## config.mk

```make
export PLATFORM = sky130hd
export DESIGN_NAME = multidrop_link_error_monitor
export DESIGN_NICKNAME = d
export VERILOG_FILES = /design/src/link_mon_pkg.sv /design/src/err_mem_if.sv /design/src/err_code_mem.sv /design/src/multidrop_link_error_monitor.sv
export SDC_FILE = /design/constraint.sdc
export NUM_CORES = 1
export LEC_CHECK = 0
export ABC_AREA = 1
export BUFFER_PORTS_ARGS = -buffer_cell sky130_fd_sc_hd__buf_2
export CORE_MARGIN = 2
export CORE_UTILIZATION = 39
export DETAILED_ROUTE_END_ITERATION = 10
export GPL_TIMING_DRIVEN = 0
export PLACE_DENSITY = 0.57
export SLEW_MARGIN = 20
export SYNTH_ARGS = -nofsm -noshare
export SYNTH_HDL_FRONTEND = slang
export SYNTH_SLANG_ARGS = --single-unit
```

## constraint.sdc

```tcl
create_clock -name aclk -period 5.3 [get_ports aclk]
set_input_delay 1.06 -clock aclk [delete_from_list [all_inputs] [get_ports aclk]]
set_output_delay 1.06 -clock aclk [all_outputs]
set_load 0.02 [all_outputs]
```

## src/link_mon_pkg.sv

```systemverilog
// Purpose: Shared constants and types of the link error monitor.
// Assumes: 20 MHz aclk, AXI4-Lite register access with 32-bit data.
// Notes: Offsets are byte addresses on the register bus.
package link_mon_pkg;
  // Clock and monitoring time unit.
  localparam int CLK_NS = 50;
  localparam int UNIT_NS = 1000000;
  localparam int UNIT_CYC = UNIT_NS / CLK_NS;
  localparam logic [7:0] MON_TIME_RST = 8'h05;
  localparam logic [2:0] MASTER_STN = 3'h0;
  // Error codes.
  localparam logic [7:0] E_NORESP = 8'h01;
  localparam logic [7:0] E_STN_M = 8'h02;
  localparam logic [7:0] E_CNT_M = 8'h03;
  localparam logic [7:0] E_FMT_S = 8'h04;
  localparam logic [7:0] E_MTMO = 8'h11;
  localparam logic [7:0] E_FMT_M = 8'h14;
  localparam logic [7:0] E_ABSENT = 8'h21;
  localparam logic [7:0] E_STN_S = 8'h22;
  localparam logic [7:0] E_CNT_S = 8'h23;
  localparam logic [7:0] E_NOPARM = 8'h31;
  // Register byte addresses.
  localparam logic [7:0] A_CTRL = 8'h00;
  localparam logic [7:0] A_STN = 8'h04;
  localparam logic [7:0] A_MON = 8'h08;
  localparam logic [7:0] A_FLAGS = 8'h0C;
  localparam logic [7:0] A_IRQ_ST = 8'h10;
  localparam logic [7:0] A_IRQ_MASK = 8'h14;
  localparam logic [7:0] A_ERR_LO = 8'h20;
  localparam logic [7:0] A_ERR_HI = 8'h3C;
  // Field positions.
  localparam int C_RUN = 0;
  localparam int C_CHSEL = 1;
  localparam int F_PARAM = 0;
  localparam int F_CH1 = 1;
  localparam int F_CH2 = 2;
  localparam int F_MASTER = 3;
  localparam int F_SLAVE = 4;
  localparam int F_ACTIVE = 11;
  localparam int I_SEQ = 0;
  localparam int I_CH1 = 1;
  localparam int I_CH2 = 2;
  // Bus responses.
  localparam logic [1:0] RESP_OKAY = 2'h0;
  localparam logic [1:0] RESP_DECERR = 2'h3;
  // Supervision phase of the polling cycle.
  typedef enum logic [1:0] {PH_IDLE, PH_RSP, PH_REQ} phase_t;
endpackage

```

## src/err_mem_if.sv

```systemverilog
// Purpose: Port bundle between the monitor and its error-code store.
// Assumes: One write and one registered read per clock.
// Notes: Addresses are station numbers.
`timescale 1ns/10ps
`default_nettype none
interface err_mem_if;
  logic wr_en;
  logic [2:0] wr_addr;
  logic [7:0] wr_data;
  logic [2:0] rd_addr;
  logic [7:0] rd_data;
  modport user (output wr_en, wr_addr, wr_data, rd_addr, input rd_data);
  modport mem (input wr_en, wr_addr, wr_data, rd_addr, output rd_data);
endinterface
`default_nettype wire

```

## src/err_code_mem.sv

```systemverilog
// Purpose: Eight 8-bit error-code words, one per station.
// Assumes: Synchronous active-low reset clears every word.
// Notes: Read data are registered; a same-cycle write reads old data.
`timescale 1ns/10ps
`default_nettype none
module err_code_mem (
  // Clock and reset.
  input wire logic aclk,
  input wire logic aresetn,
  // Access port.
  err_mem_if.mem m
);
  typedef struct packed {
    logic [7:0][7:0] word;
    logic [7:0] rd;
  } mem_st_t;

  mem_st_t s_r;
  mem_st_t s_nxt;

  // Write the station word and fetch the addressed one.
  always_comb begin
    s_nxt = s_r;
    if (m.wr_en) begin
      s_nxt.word[m.wr_addr] = m.wr_data;
    end
    s_nxt.rd = s_r.word[m.rd_addr];
  end

  // State register.
  always_ff @(posedge aclk) begin
    if (!aresetn) begin
      s_r <= '0;
    end else begin
      s_r <= s_nxt;
    end
  end

  assign m.rd_data = s_r.rd;
endmodule
`default_nettype wire

```

## src/multidrop_link_error_monitor.sv

```systemverilog
// Purpose: Error detection and status for one station of a polled
//   multidrop network, with an AXI4-Lite register slave.
// Assumes: A frame decoder on aclk reports each frame on the line as a
//   one-cycle frm_valid pulse with its fields.
// Notes: Flags are readable only; link flags clear when run is low, channel flags on a control write.
// How it works
// Master logs 01H on slave answer timeout.
// Wrong responder: master 02H, observers 22H.
// Counter mismatch: master 03H, observers 23H.
// Malformed slave message logs 04H.
// Slave logs 11H when master stops polling.
// Malformed master message logs 14H.
// Observer logs 21H for an absent slave.
// Request before parameters logs 31H on self.
// Code goes into faulty station's word.
// Master fault flag, kept by slaves only.
// Slave flags; never set for own faults.
// Transfer-active flag while link runs.
// Separate serial fault flag per channel.
// Software picks the serial channel.
// Readable parameter setting flag.
// Station zero is master, others slaves.
// One error-code word per station.
// Monitoring time defaults to five units.
// Error codes are eight bits wide.
//
// Design decisions made here: the AXI4-Lite interface to the registers and the address map.
`timescale 1ns/10ps
`default_nettype none
module multidrop_link_error_monitor #(
  parameter int unsigned UNIT_CYCLES = link_mon_pkg::UNIT_CYC
) (
  // Clock and reset.
  input wire logic aclk,
  input wire logic aresetn,
  // AXI4-Lite write channels.
  input wire logic [7:0] awaddr,
  input wire logic awvalid,
  output logic awready,
  input wire logic [31:0] wdata,
  input wire logic [3:0] wstrb,
  input wire logic wvalid,
  output logic wready,
  output logic [1:0] bresp,
  output logic bvalid,
  input wire logic bready,
  // AXI4-Lite read channels.
  input wire logic [7:0] araddr,
  input wire logic arvalid,
  output logic arready,
  output logic [31:0] rdata,
  output logic [1:0] rresp,
  output logic rvalid,
  input wire logic rready,
  // Decoded frames from the line.
  input wire logic frm_valid,
  input wire logic frm_is_req,
  input wire logic frm_is_param,
  input wire logic [2:0] frm_src,
  input wire logic [2:0] frm_dst,
  input wire logic [7:0] frm_cnt,
  input wire logic frm_fmt_ok,
  // Serial channel faults.
  input wire logic ch1_fault,
  input wire logic ch2_fault,
  // Channel steering and interrupt.
  output logic channel_select_bit,
  output logic irq
);
  typedef struct packed {
    logic aw_hold;
    logic [7:0] awa;
    logic w_hold;
    logic [31:0] wd;
    logic [3:0] ws;
    logic bvalid;
    logic [1:0] bresp;
    logic rd_pend;
    logic [7:0] ara;
    logic rvalid;
    logic [31:0] rdata;
    logic [1:0] rresp;
    logic run;
    logic chsel;
    logic [2:0] station;
    logic [7:0] mon_time;
    logic [2:0] irq_st;
    logic [2:0] irq_mask;
    logic params_rcvd;
    logic active;
    logic ch1_err;
    logic ch2_err;
    logic master_flag;
    logic [6:0] slave_flags;
    link_mon_pkg::phase_t phase;
    logic [2:0] exp_dst;
    logic [7:0] exp_cnt;
    logic [31:0] pre;
    logic [7:0] units;
  } mon_st_t;

  mon_st_t s_r;
  mon_st_t s_nxt;
  logic err_v;
  logic [2:0] err_stn;
  logic [7:0] err_code;
  logic restart;
  logic is_master;
  logic expire;
  logic from_peer;
  logic [11:0] flags;

  err_mem_if em ();

  err_code_mem u_mem (
    .aclk(aclk),
    .aresetn(aresetn),
    .m(em.mem)
  );

  // An address gets an OKAY response only if it names a register word.
  function automatic logic mapped(input logic [7:0] a);
    logic ok;
    ok = 1'b0;
    if (a[1:0] != 2'h0) begin
      ok = 1'b0;
    end else if (a <= link_mon_pkg::A_IRQ_MASK) begin
      ok = 1'b1;
    end else if (a >= link_mon_pkg::A_ERR_LO &&
                 a <= link_mon_pkg::A_ERR_HI) begin
      ok = 1'b1;
    end
    return ok;
  endfunction

  // Station role and timer state.
  assign is_master = (s_r.station == link_mon_pkg::MASTER_STN);
  assign expire = (s_r.phase != link_mon_pkg::PH_IDLE) &&
                  (s_r.units >= s_r.mon_time);
  // A slave ignores its own answers, they carry no news.
  assign from_peer = (frm_src != link_mon_pkg::MASTER_STN) &&
                     (is_master || frm_src != s_r.station);

  // Readable status word.
  always_comb begin
    flags = '0;
    flags[link_mon_pkg::F_PARAM] =
      is_master ? s_r.run : s_r.params_rcvd;
    flags[link_mon_pkg::F_CH1] = s_r.ch1_err;
    flags[link_mon_pkg::F_CH2] = s_r.ch2_err;
    flags[link_mon_pkg::F_MASTER] = s_r.master_flag;
    flags[link_mon_pkg::F_SLAVE +: 7] = s_r.slave_flags;
    flags[link_mon_pkg::F_ACTIVE] = s_r.active;
  end

  // Bus handshakes, register writes and link supervision.
  always_comb begin
    s_nxt = s_r;
    err_v = 1'b0;
    err_stn = 3'h0;
    err_code = 8'h00;
    restart = 1'b0;
    // Address and data are latched separately, in either order.
    if (awvalid && awready) begin
      s_nxt.aw_hold = 1'b1;
      s_nxt.awa = awaddr;
    end
    if (wvalid && wready) begin
      s_nxt.w_hold = 1'b1;
      s_nxt.wd = wdata;
      s_nxt.ws = wstrb;
    end
    if (s_r.bvalid && bready) begin
      s_nxt.bvalid = 1'b0;
    end
    if (s_r.aw_hold && s_r.w_hold && !s_r.bvalid) begin
      s_nxt.aw_hold = 1'b0;
      s_nxt.w_hold = 1'b0;
      s_nxt.bvalid = 1'b1;
      s_nxt.bresp = mapped(s_r.awa) ? link_mon_pkg::RESP_OKAY :
                    link_mon_pkg::RESP_DECERR;
      if (s_r.ws[0]) begin
        if (s_r.awa == link_mon_pkg::A_CTRL) begin
          s_nxt.run = s_r.wd[link_mon_pkg::C_RUN];
          s_nxt.chsel = s_r.wd[link_mon_pkg::C_CHSEL];
          s_nxt.ch1_err = 1'b0;
          s_nxt.ch2_err = 1'b0;
        end else if (s_r.awa == link_mon_pkg::A_STN) begin
          s_nxt.station = s_r.wd[2:0];
        end else if (s_r.awa == link_mon_pkg::A_MON) begin
          s_nxt.mon_time = s_r.wd[7:0];
        end else if (s_r.awa == link_mon_pkg::A_IRQ_ST) begin
          s_nxt.irq_st = s_r.irq_st & ~s_r.wd[2:0];
        end else if (s_r.awa == link_mon_pkg::A_IRQ_MASK) begin
          s_nxt.irq_mask = s_r.wd[2:0];
        end
      end
    end
    // Reads answer two cycles after the address is taken.
    if (s_r.rvalid && rready) begin
      s_nxt.rvalid = 1'b0;
    end
    if (arvalid && arready) begin
      s_nxt.rd_pend = 1'b1;
      s_nxt.ara = araddr;
    end
    if (s_r.rd_pend) begin
      s_nxt.rd_pend = 1'b0;
      s_nxt.rvalid = 1'b1;
      s_nxt.rresp = mapped(s_r.ara) ? link_mon_pkg::RESP_OKAY :
                    link_mon_pkg::RESP_DECERR;
      s_nxt.rdata = 32'h00000000;
      if (!mapped(s_r.ara)) begin
        s_nxt.rdata = 32'h00000000;
      end else if (s_r.ara == link_mon_pkg::A_CTRL) begin
        s_nxt.rdata[link_mon_pkg::C_RUN] = s_r.run;
        s_nxt.rdata[link_mon_pkg::C_CHSEL] = s_r.chsel;
      end else if (s_r.ara == link_mon_pkg::A_STN) begin
        s_nxt.rdata[2:0] = s_r.station;
      end else if (s_r.ara == link_mon_pkg::A_MON) begin
        s_nxt.rdata[7:0] = s_r.mon_time;
      end else if (s_r.ara == link_mon_pkg::A_FLAGS) begin
        s_nxt.rdata[11:0] = flags;
      end else if (s_r.ara == link_mon_pkg::A_IRQ_ST) begin
        s_nxt.rdata[2:0] = s_r.irq_st;
      end else if (s_r.ara == link_mon_pkg::A_IRQ_MASK) begin
        s_nxt.rdata[2:0] = s_r.irq_mask;
      end else begin
        s_nxt.rdata[7:0] = em.rd_data;
      end
    end
    // Link supervision; only one fault is logged per cycle.
    if (!s_r.run) begin
      s_nxt.phase = link_mon_pkg::PH_IDLE;
      s_nxt.params_rcvd = 1'b0;
      s_nxt.active = 1'b0;
      s_nxt.master_flag = 1'b0;
      s_nxt.slave_flags = 7'h00;
      restart = 1'b1;
    end else if (frm_valid && frm_is_req &&
                 frm_src == link_mon_pkg::MASTER_STN) begin
      if (!frm_fmt_ok) begin
        if (!is_master) begin
          err_v = 1'b1;
          err_code = link_mon_pkg::E_FMT_M;
          err_stn = link_mon_pkg::MASTER_STN;
        end
      end else begin
        s_nxt.active = 1'b1;
        restart = 1'b1;
        s_nxt.exp_dst = frm_dst;
        s_nxt.exp_cnt = frm_cnt;
        s_nxt.phase = link_mon_pkg::PH_RSP;
        if (!is_master && frm_is_param) begin
          s_nxt.params_rcvd = 1'b1;
        end
        if (!is_master && frm_dst == s_r.station) begin
          // Our own answer is not seen, so wait for the next poll.
          s_nxt.phase = link_mon_pkg::PH_REQ;
          if (!s_r.params_rcvd && !frm_is_param) begin
            err_v = 1'b1;
            err_code = link_mon_pkg::E_NOPARM;
            err_stn = s_r.station;
          end
        end
      end
    end else if (frm_valid && !frm_is_req && from_peer) begin
      restart = 1'b1;
      s_nxt.phase = is_master ? link_mon_pkg::PH_IDLE :
                    link_mon_pkg::PH_REQ;
      err_stn = frm_src;
      if (!frm_fmt_ok) begin
        err_v = 1'b1;
        err_code = link_mon_pkg::E_FMT_S;
      end else if (s_r.phase == link_mon_pkg::PH_RSP &&
                   frm_src != s_r.exp_dst) begin
        err_v = 1'b1;
        err_code = is_master ? link_mon_pkg::E_STN_M :
                   link_mon_pkg::E_STN_S;
      end else if (s_r.phase == link_mon_pkg::PH_RSP &&
                   frm_cnt != s_r.exp_cnt) begin
        err_v = 1'b1;
        err_code = is_master ? link_mon_pkg::E_CNT_M :
                   link_mon_pkg::E_CNT_S;
      end
    end else if (expire) begin
      restart = 1'b1;
      s_nxt.active = 1'b0;
      if (s_r.phase == link_mon_pkg::PH_RSP) begin
        err_v = 1'b1;
        err_stn = s_r.exp_dst;
        err_code = is_master ? link_mon_pkg::E_NORESP :
                   link_mon_pkg::E_ABSENT;
        s_nxt.phase = is_master ? link_mon_pkg::PH_IDLE :
                      link_mon_pkg::PH_REQ;
      end else begin
        err_v = 1'b1;
        err_stn = link_mon_pkg::MASTER_STN;
        err_code = link_mon_pkg::E_MTMO;
        s_nxt.phase = link_mon_pkg::PH_IDLE;
      end
    end
    // A fault marks the station that committed it, never ourselves.
    if (err_v) begin
      s_nxt.irq_st[link_mon_pkg::I_SEQ] = 1'b1;
      if (err_stn == link_mon_pkg::MASTER_STN) begin
        if (!is_master) begin
          s_nxt.master_flag = 1'b1;
        end
      end else if (err_stn != s_r.station) begin
        s_nxt.slave_flags[err_stn - 3'h1] = 1'b1;
      end
    end
    // Channel faults are sticky and win over a clear.
    if (ch1_fault) begin
      s_nxt.ch1_err = 1'b1;
      s_nxt.irq_st[link_mon_pkg::I_CH1] = 1'b1;
    end
    if (ch2_fault) begin
      s_nxt.ch2_err = 1'b1;
      s_nxt.irq_st[link_mon_pkg::I_CH2] = 1'b1;
    end
    // Monitoring timer in units of UNIT_CYCLES clocks.
    if (restart) begin
      s_nxt.pre = 32'h00000000;
      s_nxt.units = 8'h00;
    end else if (s_r.phase != link_mon_pkg::PH_IDLE) begin
      if (s_r.pre == 32'(UNIT_CYCLES - 1)) begin
        s_nxt.pre = 32'h00000000;
        if (s_r.units != 8'hFF) begin
          s_nxt.units = s_r.units + 8'h01;
        end
      end else begin
        s_nxt.pre = s_r.pre + 32'h00000001;
      end
    end
  end

  // State register.
  always_ff @(posedge aclk) begin
    if (!aresetn) begin
      s_r <= '0;
      s_r.mon_time <= link_mon_pkg::MON_TIME_RST;
      s_r.phase <= link_mon_pkg::PH_IDLE;
    end else begin
      s_r <= s_nxt;
    end
  end

  // Error-code store ports; the code lands in the faulty station word.
  assign em.wr_en = err_v;
  assign em.wr_addr = err_stn;
  assign em.wr_data = err_code;
  assign em.rd_addr = araddr[4:2];

  // Outputs.
  assign awready = !s_r.aw_hold && !s_r.bvalid;
  assign wready = !s_r.w_hold && !s_r.bvalid;
  assign bvalid = s_r.bvalid;
  assign bresp = s_r.bresp;
  assign arready = !s_r.rd_pend && !s_r.rvalid;
  assign rvalid = s_r.rvalid;
  assign rdata = s_r.rdata;
  assign rresp = s_r.rresp;
  assign channel_select_bit = s_r.chsel;
  assign irq = |(s_r.irq_st & s_r.irq_mask);
endmodule
`default_nettype wire

```

After elaboration in Yosys (flattened, before gate mapping)
Cells that the tools add are included.
{"block": "word_totals", "register_bits": 202}
{"block": "op_classes", "addsub": 3, "magnitude_cmp": 12, "eq_ne": 28, "mux": 107, "bitwise": 9, "n_reduce_logical": 78}
{"operator": "8-bit two-way mux", "count": 12}
{"operator": "6-bit two-way mux", "count": 13}
{"operator": "64-bit bitwise mux", "count": 1}
{"operator": "3-bit two-way mux", "count": 15}
{"operator": "1-bit two-way mux", "count": 38}
{"operator": "35-bit two-way mux", "count": 1}
{"operator": "2-bit nonzero test", "count": 17}
{"operator": "32-bit by 1-bit adder with 32-bit output, second input constant", "count": 1}
{"operator": "32-bit by 15-bit equality test with 1-bit output, second input constant", "count": 1}
{"operator": "8-bit by 5-bit equality test with 1-bit output, second input constant", "count": 4}
{"operator": "32-bit two-way mux", "count": 1}
{"operator": "1-bit logical AND", "count": 25}
{"operator": "8-bit binary-select mux with 3-bit select", "count": 1}
{"operator": "8-bit demux with 3-bit select", "count": 1}
{"operator": "8-bit by 4-bit equality test with 1-bit output, second input constant", "count": 3}
{"operator": "2-bit two-way mux", "count": 12}
{"operator": "2-bit != test, second input constant", "count": 11}
{"operator": "3-bit AND reduction", "count": 7}
{"operator": "6-bit AND reduction", "count": 3}
{"operator": "8-bit by 3-bit equality test with 1-bit output, second input constant", "count": 2}
{"operator": "8-bit by 6-bit >= comparator with 1-bit output, second input constant", "count": 2}
{"operator": "8-bit by 5-bit <= comparator with 1-bit output, second input constant", "count": 2}
{"operator": "8-bit by 6-bit <= comparator with 1-bit output, second input constant", "count": 2}
{"operator": "8-bit logical NOT", "count": 2}
{"operator": "other kinds (32)", "count": 60}

Longest topological paths before layout
Gate-level depths: netlist (run 1).
{"block": "depth", "ltp_word": 16, "mapped_depth": 21}

By module
From an unflattened synthesis (run 1), not the netlist that was laid out.
{"block": "hier_totals", "hier_cells": 1439, "hier_area_um2": 10098.4}
{"mod": "multidrop_link_error_monitor", "n_inst": 1, "cells_each": 982, "area_each_um2": 6820.3, "seq_area_each_um2": 2562.5}
{"mod": "err_code_mem", "n_inst": 1, "cells_each": 457, "area_each_um2": 3278.1, "seq_area_each_um2": 1441.4}

Worst setup path after synthesis (run 1)
No wires, ideal clock.
{"block": "synth_timing", "path_kind": "in2reg", "start": "input frm_src[2]", "end": "register s_r, in the netlist flags[8]", "setup_time_ns": 0.058, "arrival_time_ns": 2.861, "required_ns": 5.242, "path_slack_ns": 2.380, "cell_stages": 12, "path_buffers": 1, "path_cell_list": "nor3_2 > nand3_1 > clkbuf_1 > nand2_1 > nand3_4 > ha_1 > ha_1 > inv_1 > nand3_1 > nor2_1 > nand2_1 > nand2_1"}
{"block": "synth_between", "elab_chain_cells": 16, "word_cells_on_any_way": 29, "classes_between": "add/sub (1); order compare (2); eq/ne (3); mux (13); bitwise (1); reduce/logical (9)"}
{"item": "start: declaration", "line": "multidrop_link_error_monitor.sv:59", "source": "input wire logic [2:0] frm_src,"}
{"item": "3-bit != test", "line": "multidrop_link_error_monitor.sv:142", "source": "(is_master || frm_src != s_r.station);"}
{"item": "1-bit logical OR", "line": "multidrop_link_error_monitor.sv:142"}
{"item": "1-bit logical AND", "line": "multidrop_link_error_monitor.sv:141", "source": "assign from_peer = (frm_src != link_mon_pkg::MASTER_STN) &&"}
{"item": "1-bit logical AND", "line": "multidrop_link_error_monitor.sv:267", "source": "end else if (frm_valid && !frm_is_req && from_peer) begin"}
{"item": "3-bit two-way mux", "line": "multidrop_link_error_monitor.sv:267"}
{"item": "3-bit two-way mux", "line": "multidrop_link_error_monitor.sv:240", "source": "end else if (frm_valid && frm_is_req &&"}
{"item": "3-bit two-way mux", "line": "multidrop_link_error_monitor.sv:233", "source": "if (!s_r.run) begin"}
{"item": "3-bit by 1-bit subtractor with 3-bit output", "line": "multidrop_link_error_monitor.sv:311", "source": "s_nxt.slave_flags[err_stn - 3'h1] = 1'b1;"}
{"item": "3-bit by 4-bit < comparator with 1-bit output (not written as such) or 3-bit by 1-bit >= comparator with 1-bit output (tied branches)", "line": "multidrop_link_error_monitor.sv:311"}
{"item": "1-bit logical AND (not written as such)", "line": "multidrop_link_error_monitor.sv:311"}
{"item": "1-bit two-way mux (not written as such)", "line": "multidrop_link_error_monitor.sv:311"}
{"item": "1-bit demux with 3-bit select", "line": "multidrop_link_error_monitor.sv:311"}
{"item": "7-bit bitwise OR (no source line)"}
{"item": "7-bit two-way mux", "line": "multidrop_link_error_monitor.sv:310", "source": "end else if (err_stn != s_r.station) begin"}
{"item": "7-bit two-way mux", "line": "multidrop_link_error_monitor.sv:306", "source": "if (err_stn == link_mon_pkg::MASTER_STN) begin"}
{"item": "8-bit two-way mux (*)", "line": "multidrop_link_error_monitor.sv:304", "source": "if (err_v) begin"}
{"item": "end signal: assignment", "line": "multidrop_link_error_monitor.sv:346", "source": "s_r <= s_nxt;"}
{"item": "end: declaration", "line": "multidrop_link_error_monitor.sv:102", "source": "mon_st_t s_r;"}
Mark *: on every way between the ends. The rest lies on a longest branch, timed or not.
A chain may end at the register's enable or synchronous reset.

Final worst setup path (run 1)
{"block": "layout_timing", "start": "input frm_src[2]", "end": "register s_r, in the netlist flags[10]"}
Same word-level chain as after synthesis.

==> results of run 1 <==
==> power breakdown <==
group | total [uW] | internal, uW | switching, uW
clock network | 1210 | 627 | 587
logic | 249 | 84.9 | 164
registers | 1340 | 1330 | 16.4
==> final cells by class <==
class	count	area (um^2)
Sequential cell	173	3463
Inverter	142	533.0
Clock inverter	14	148.9
Tap cell	285	356.6
Multi-Input combinational cell	951	4532
Fill cell	2354	12260
Buffer	70	417.9
Clock buffer	17	425.4
Timing Repair Buffer	73	365.4
==> logic make-up after synthesis <==
| group | after synthesis |
|---|---|
| AND/OR/NAND/NOR | 679 |
| AO/OA/AOI/OAI | 216 |
| buffers and inverters | 212 |
| flip-flops | 173 |
| XOR/XNOR | 24 |
| adder cells (fa/ha/maj) | 12 |
| other | 1 |
==> sequential cells by signal (all words and copies together) (netlist names) <==
register            flops
s_r                   100
u_mem.s_r              40
rdata                  12
flags                  11
u_mem.m.rd_data         5
bresp                   1
bvalid                  1
channel_select_bit      1
rresp                   1
rvalid                  1
==> path summary, 6_finish.rpt <==
kind | cells after the start | end
setup / recovery | 13 | flags[10]$_SDFF_PN0_
hold reg to reg | 2 | flags[9]$_SDFF_PN0_
hold / removal | 2 | flags[9]$_SDFF_PN0_
setup reg to reg | 18 | flags[10]$_SDFF_PN0_
==> layer usage <==
layer / global-route usage / vias to the layer above
li1: - / 4441
met3: 0.03064 / 33
met1: 0.2858 / 3780
met2: 0.3357 / 205
met5: 0 / -
met4: 0.08025 / 0
==> cell usage in the layout, fill, tap and decap left out, types with 3 or more instances in the layout <==
cell and n:
clkbuf_1 19, nor2_4 6, and3_1 3, ha_1 12, a21oi_1 78, nor2_2 6, nand2_1 269, nor2_1 245
nor3b_1 6, clkinv_1 4, a22oi_1 5, o211ai_1 5, clkinv_4 3, a211oi_1 6, inv_8 5, inv_2 8
xor2_1 17, nor4_1 12, o22ai_1 9, a31oi_1 9, buf_1 6, nand4_1 20, buf_2 80, nor3_1 22
nand3_1 74, clkbuf_16 17, o21ai_0 100, buf_4 37, xnor2_1 7, nand2_2 3, inv_1 130, inv_6 3
dfxtp_1 173, conb_1 20
==> stage by stage <==
stage | power [uW] | util | hold slack (ns) | area (um^2)
5_1_grt | 2916 | 0.4552 | 0.4785 | 10240
3_5_place_dp | 1621 | 0.4296 | 0.4458 | 9668
2_1_floorplan | 1540 | - | 0.4242 | 8946
3_3_place_gp | 1619 | 0.4296 | 0.4387 | 9668
6_report | 2807 | 0.4552 | 0.4543 | 10240
4_1_cts | 2834 | 0.4552 | 0.4568 | 10240
==> critical path, stage by stage <==
cell and delay (ns):
buf_2 0.13, nor3_2 0.23, nand3_1 0.34, clkbuf_1 0.32
nand2_1 0.19, nand3_4 0.19, ha_1 0.25, ha_1 0.33
inv_1 0.08, nand3_1 0.07, nor2_1 0.14, nand2_1 0.07
nand2_1 0.06
==> metrics.txt, run 1 <==
Die Ht 154.9 um; worst setup margin 2.210 ns; synthesized-area fraction occupied by and/or/nand/nor cells 0.3312; clock root cell clkbuf_16; Post-Route M1 WL 12.06 mm; mapped cell area 0.008875 mm^2; CP Class in -> reg; ys flop type dfxtp_1; htree depth 4; Leak 0.004479 uW; largest family of logic cells by synthesized area simple AND/OR/NAND/NOR gates; share of cells above drive strength 1 0.1264; Core Region 0.02250 mm^2; Post-route DRC 0; RSZ-0062 raised after global routing false; initial antenna violation count 0; Max transition margin 0.5603; R2R Setup Slk 2.35 ns; dominant cells by area after synthesis dfxtp_1 (39%), nand2_1 (11%), nor2_1 (10%); Ports 122; pre-CTS setup slack 1.802 ns; clk slew on worst S/H paths 0.06 ns; multiplexer share of the synthesized area 0; drt first pass iters 5; highest metal used met4; Post-CTS Setup Repair Bufs 0; CTS tree done; full die area 0.02398 mm^2; metal2 WL 10.71 mm; Port Buffers 73; measured slew at the worst slew-check pin 0.6596 ns; most common cell in the synthesized netlist nand2_1; CTS Buf Count 17; Tightest Hold Check Type reg -> reg; Worst Path Required 5.67 ns; Hold Crit Start flags[9]$_SDFF_PN0_; # clock sinks 173; sequential fraction of the synthesis area 0.3902; Wirelength per Cell 14.20 um; min Tclk post-route 3.090 ns; max-slew violation total from the final report 0; Final Non-Filler Cells 1,725; Post-synth EDFFs 0; status complete, no violations; syn_area_per_cell 6.739 um^2; cts repair resizes 0; clk_skew 0.01860 ns; critical path peak fanout 10; row cnt 55; initial DRC count 520; Final Cycle Share 0.5829; Worst EP arrival 3.46 ns; Placer Congestion 0.8964; xor and xnor area share after synthesis 0.02369; Ys Warns 0; maximum capacitance violations 0; Final TNS setup 0 ns; detailed-route via count 8,459; CP startpoint frm_src[2]; Finish-stage setup viols 0; Seq cells post-synth 173; GRT overflow 0; startpoint type of the worst setup path input pin; Die Width 154.9 um; Synth top cells by count nand2_1 (269), nor2_1 (245), dfxtp_1 (173); FFs w/ async S/R, synth 0; vias per cell 4.904; CP endpoint kind flip-flop; largest net degree at the start of global routing 19; fmax 0.3237 GHz; Synth cell types 43; Hold Vio Cnt, Final 0; dpl hpwl 18.92 mm; CTS max path bufs 2; Synth Area in Compound Gates 0.1304; CTS Hold Bufs 0; largest area contributor in the netlist dfxtp_1; pwr dens 274.1 mW/mm^2; overall routing resource usage 0.2093; Post-Synthesis Cells 1,317; starting density of the core 0.3944; global-route wire length before repair 40.01 mm; ant diodes 0; remaining antenna violation count after routing 0; met3 WL 1.061 mm; Reg-to-Reg Start s_r[78]$_SDFFE_PN0P_; vias in the first global route 7,825; Placed Instances 1,694; Layout Nets 1,519; Adder-Cell Fraction of Synth Area 0.01692; share of the synthesized area in the top cell type 0.3902; area delta synth->final 15.41%; Clock Latency Late Sink 0.44 ns; maximum VDD drop 0.1794 mV; WL final 24.50 mm
Power figures use the tool's default switching activity.
==> run 2: changes to the inputs <==
--- a/config.mk
+++ b/config.mk
@@ -11,7 +11,7 @@
 export CORE_UTILIZATION = 39
 export DETAILED_ROUTE_END_ITERATION = 10
 export GPL_TIMING_DRIVEN = 0
-export PLACE_DENSITY = 0.57
+export PLACE_DENSITY = 0.59
 export SLEW_MARGIN = 20
 export SYNTH_ARGS = -nofsm -noshare
 export SYNTH_HDL_FRONTEND = slang
==> constraint.sdc (replaced) <==
create_clock -name aclk -period 2.71 [get_ports aclk]
set_input_delay 0.542 -clock aclk [delete_from_list [all_inputs] [get_ports aclk]]
set_output_delay 0.542 -clock aclk [all_outputs]
set_load 0.02 [all_outputs]
==> run 2 against run 1 <==
Sequential power is 96% higher. Power is 100% higher. Largest cell class unchanged. Largest power group unchanged. Sequential cell count stayed put. Global-route usage is 0.20 points higher.
==> metrics.txt, run 2 (same netlist as run 1, synthesis figures left out) <==
measured slew at the worst slew-check pin 0.6615 ns; pwr dens 540.9 mW/mm^2; detailed-route via count 8,496; largest net degree at the start of global routing 20; Core Region 0.02250 mm^2; Reg-to-Reg Start s_r[7]$_SDFFE_PP0P_; Leak 0.004532 uW; Worst EP arrival 2.92 ns; Finish-stage setup viols 0; Hold Crit Start rready; crit-path max cell delay 0.44 ns; CTS Hold Bufs 0; global-route wire length before repair 40.47 mm; initial antenna violation count 0; fmax 0.3942 GHz; Placer Congestion 0.8684; CP endpoint kind flip-flop; CTS tree done; clock root cell clkbuf_16; ant diodes 0; critical path peak fanout 4; vias per cell 4.920; clk_skew 0.02206 ns; Layout Nets 1,520; Final Cycle Share 0.9360; Port Buffers 73; WL final 24.39 mm; crit-path cells ha_4 -> a21o_1 -> nor2_1 -> nand3_2 -> nand2_4 -> nand2_4 -> nand2_1 -> nand2_2 -> nand3_4 -> ha_1 -> ha_4 -> inv_1 -> nand3_1 -> nor2_1 -> nand2_1 -> nand2_1; initial DRC count 500; status complete, no violations; CTS Buf Count 17; register with the most flip-flops s_r; Ports 122; maximum capacitance violations 0; Final TNS setup 0 ns; starting density of the core 0.3944; Tightest Hold Check Type in -> reg; Wirelength per Cell 14.12 um; dpl hpwl 18.70 mm; CP startpoint s_r[7]$_SDFFE_PP0P_; clk slew on worst S/H paths 0.07 ns; htree depth 4; min Tclk post-route 2.537 ns; Post-route DRC 0; share of cells above drive strength 1 0.1422; Worst path slowest cell dfxtp_1; Clock Latency Late Sink 0.45 ns; RSZ-0062 raised after global routing false; CP Class reg -> reg; # clock sinks 173; Max transition margin 0.5590; drt first pass iters 5; remaining antenna violation count after routing 0; Hold Vio Cnt, Final 0; GRT overflow 0; max-slew violation total from the final report 0; number of flip-flops in the largest register 100; startpoint type of the worst setup path flip-flop; Worst Path Required 3.09 ns; pre-CTS setup slack -0.2653 ns; Die Width 154.9 um; overall routing resource usage 0.2113; most frequent cells in the layout nand2_1 (266), nor2_1 (242), dfxtp_1 (168); area delta synth->final 16.69%; Top cell by count, worst path nand2_1; maximum VDD drop 0.3510 mV; CTS max path bufs 2; full die area 0.02398 mm^2; worst setup margin 0.1734 ns; vias in the first global route 8,078; commonest non-fill, non-tap cell in the layout nand2_1; row cnt 55; Die Ht 154.9 um
-- run 2: area by class of cell --
class / instances / area, um^2
fillers: 2322 / 12150
multi-input cells: 951 / 4604
flip-flops and latches: 173 / 3470
inverters: 142 / 533.0
clock buffers: 18 / 439.2
plain buffers: 70 / 417.9
repair buffers: 74 / 372.9
well taps: 285 / 356.6
clock inverters: 14 / 162.7
-- run 2: where the power goes --
part / internal (uW) / switching [uW] / total, uW
clock: 1280 / 1220 / 2490
sequential: 2600 / 31.9 / 2630
combinational: 167 / 317 / 484
-- run 2: worst max-delay path: cells and delay by family (launching register included) --
kind	cells	cell delay, ns
AND/OR/NAND/NOR	11	1.16
AO/OA/AOI/OAI	1	0.17
flip-flops	1	0.44
buffers and inverters	1	0.07
adder cells (fa/ha/maj)	3	0.65
-- run 2: worst paths after layout --
check | cells after the start | to | slack (ns)
setup reg to reg | 16 | flags[10]$_SDFF_PN0_ | 0.17
setup / recovery | 16 | flags[10]$_SDFF_PN0_ | 0.17
hold reg to reg | 2 | u_mem.s_r[9]$_SDFFE_PN0P_ | 0.45
hold / removal | 2 | rvalid$_SDFFE_PN0P_ | 0.28
-- run 2: metal layers --
| layer | vias to the layer above | routed length (um) | track usage | share of wire |
|---|---|---|---|---|
| li1 | 4434 | - | - | - |
| met5 | - | 0 | 0 | 0 |
| met2 | 195 | 11050 | 0.3501 | 0.45 |
| met4 | 0 | 553 | 0.06702 | 0.023 |
| met3 | 35 | 1107 | 0.03565 | 0.045 |
| met1 | 3832 | 11680 | 0.2819 | 0.48 |
-- run 2: repair_timing --
item	4_1_cts	5_1_grt
pin swaps	1	5
gates resized for setup	3	21
buffers inserted	1	0
endpoints found under the setup margin	7	46
-- run 2: through the flow --
stage	cell area, um^2	hold slack, ns	utilization	total power, uW	instances
CTS	10290	0.2707	0.4572	5646	1727
finish	10360	0.2849	0.4602	5601	1727
global route	10360	0.2815	0.4602	5815	1727
global placement	9668	0.4387	0.4296	3162	1694
floorplan	8946	0.4242	-	3012	1336
detailed placement	9668	0.4450	0.4296	3166	1694
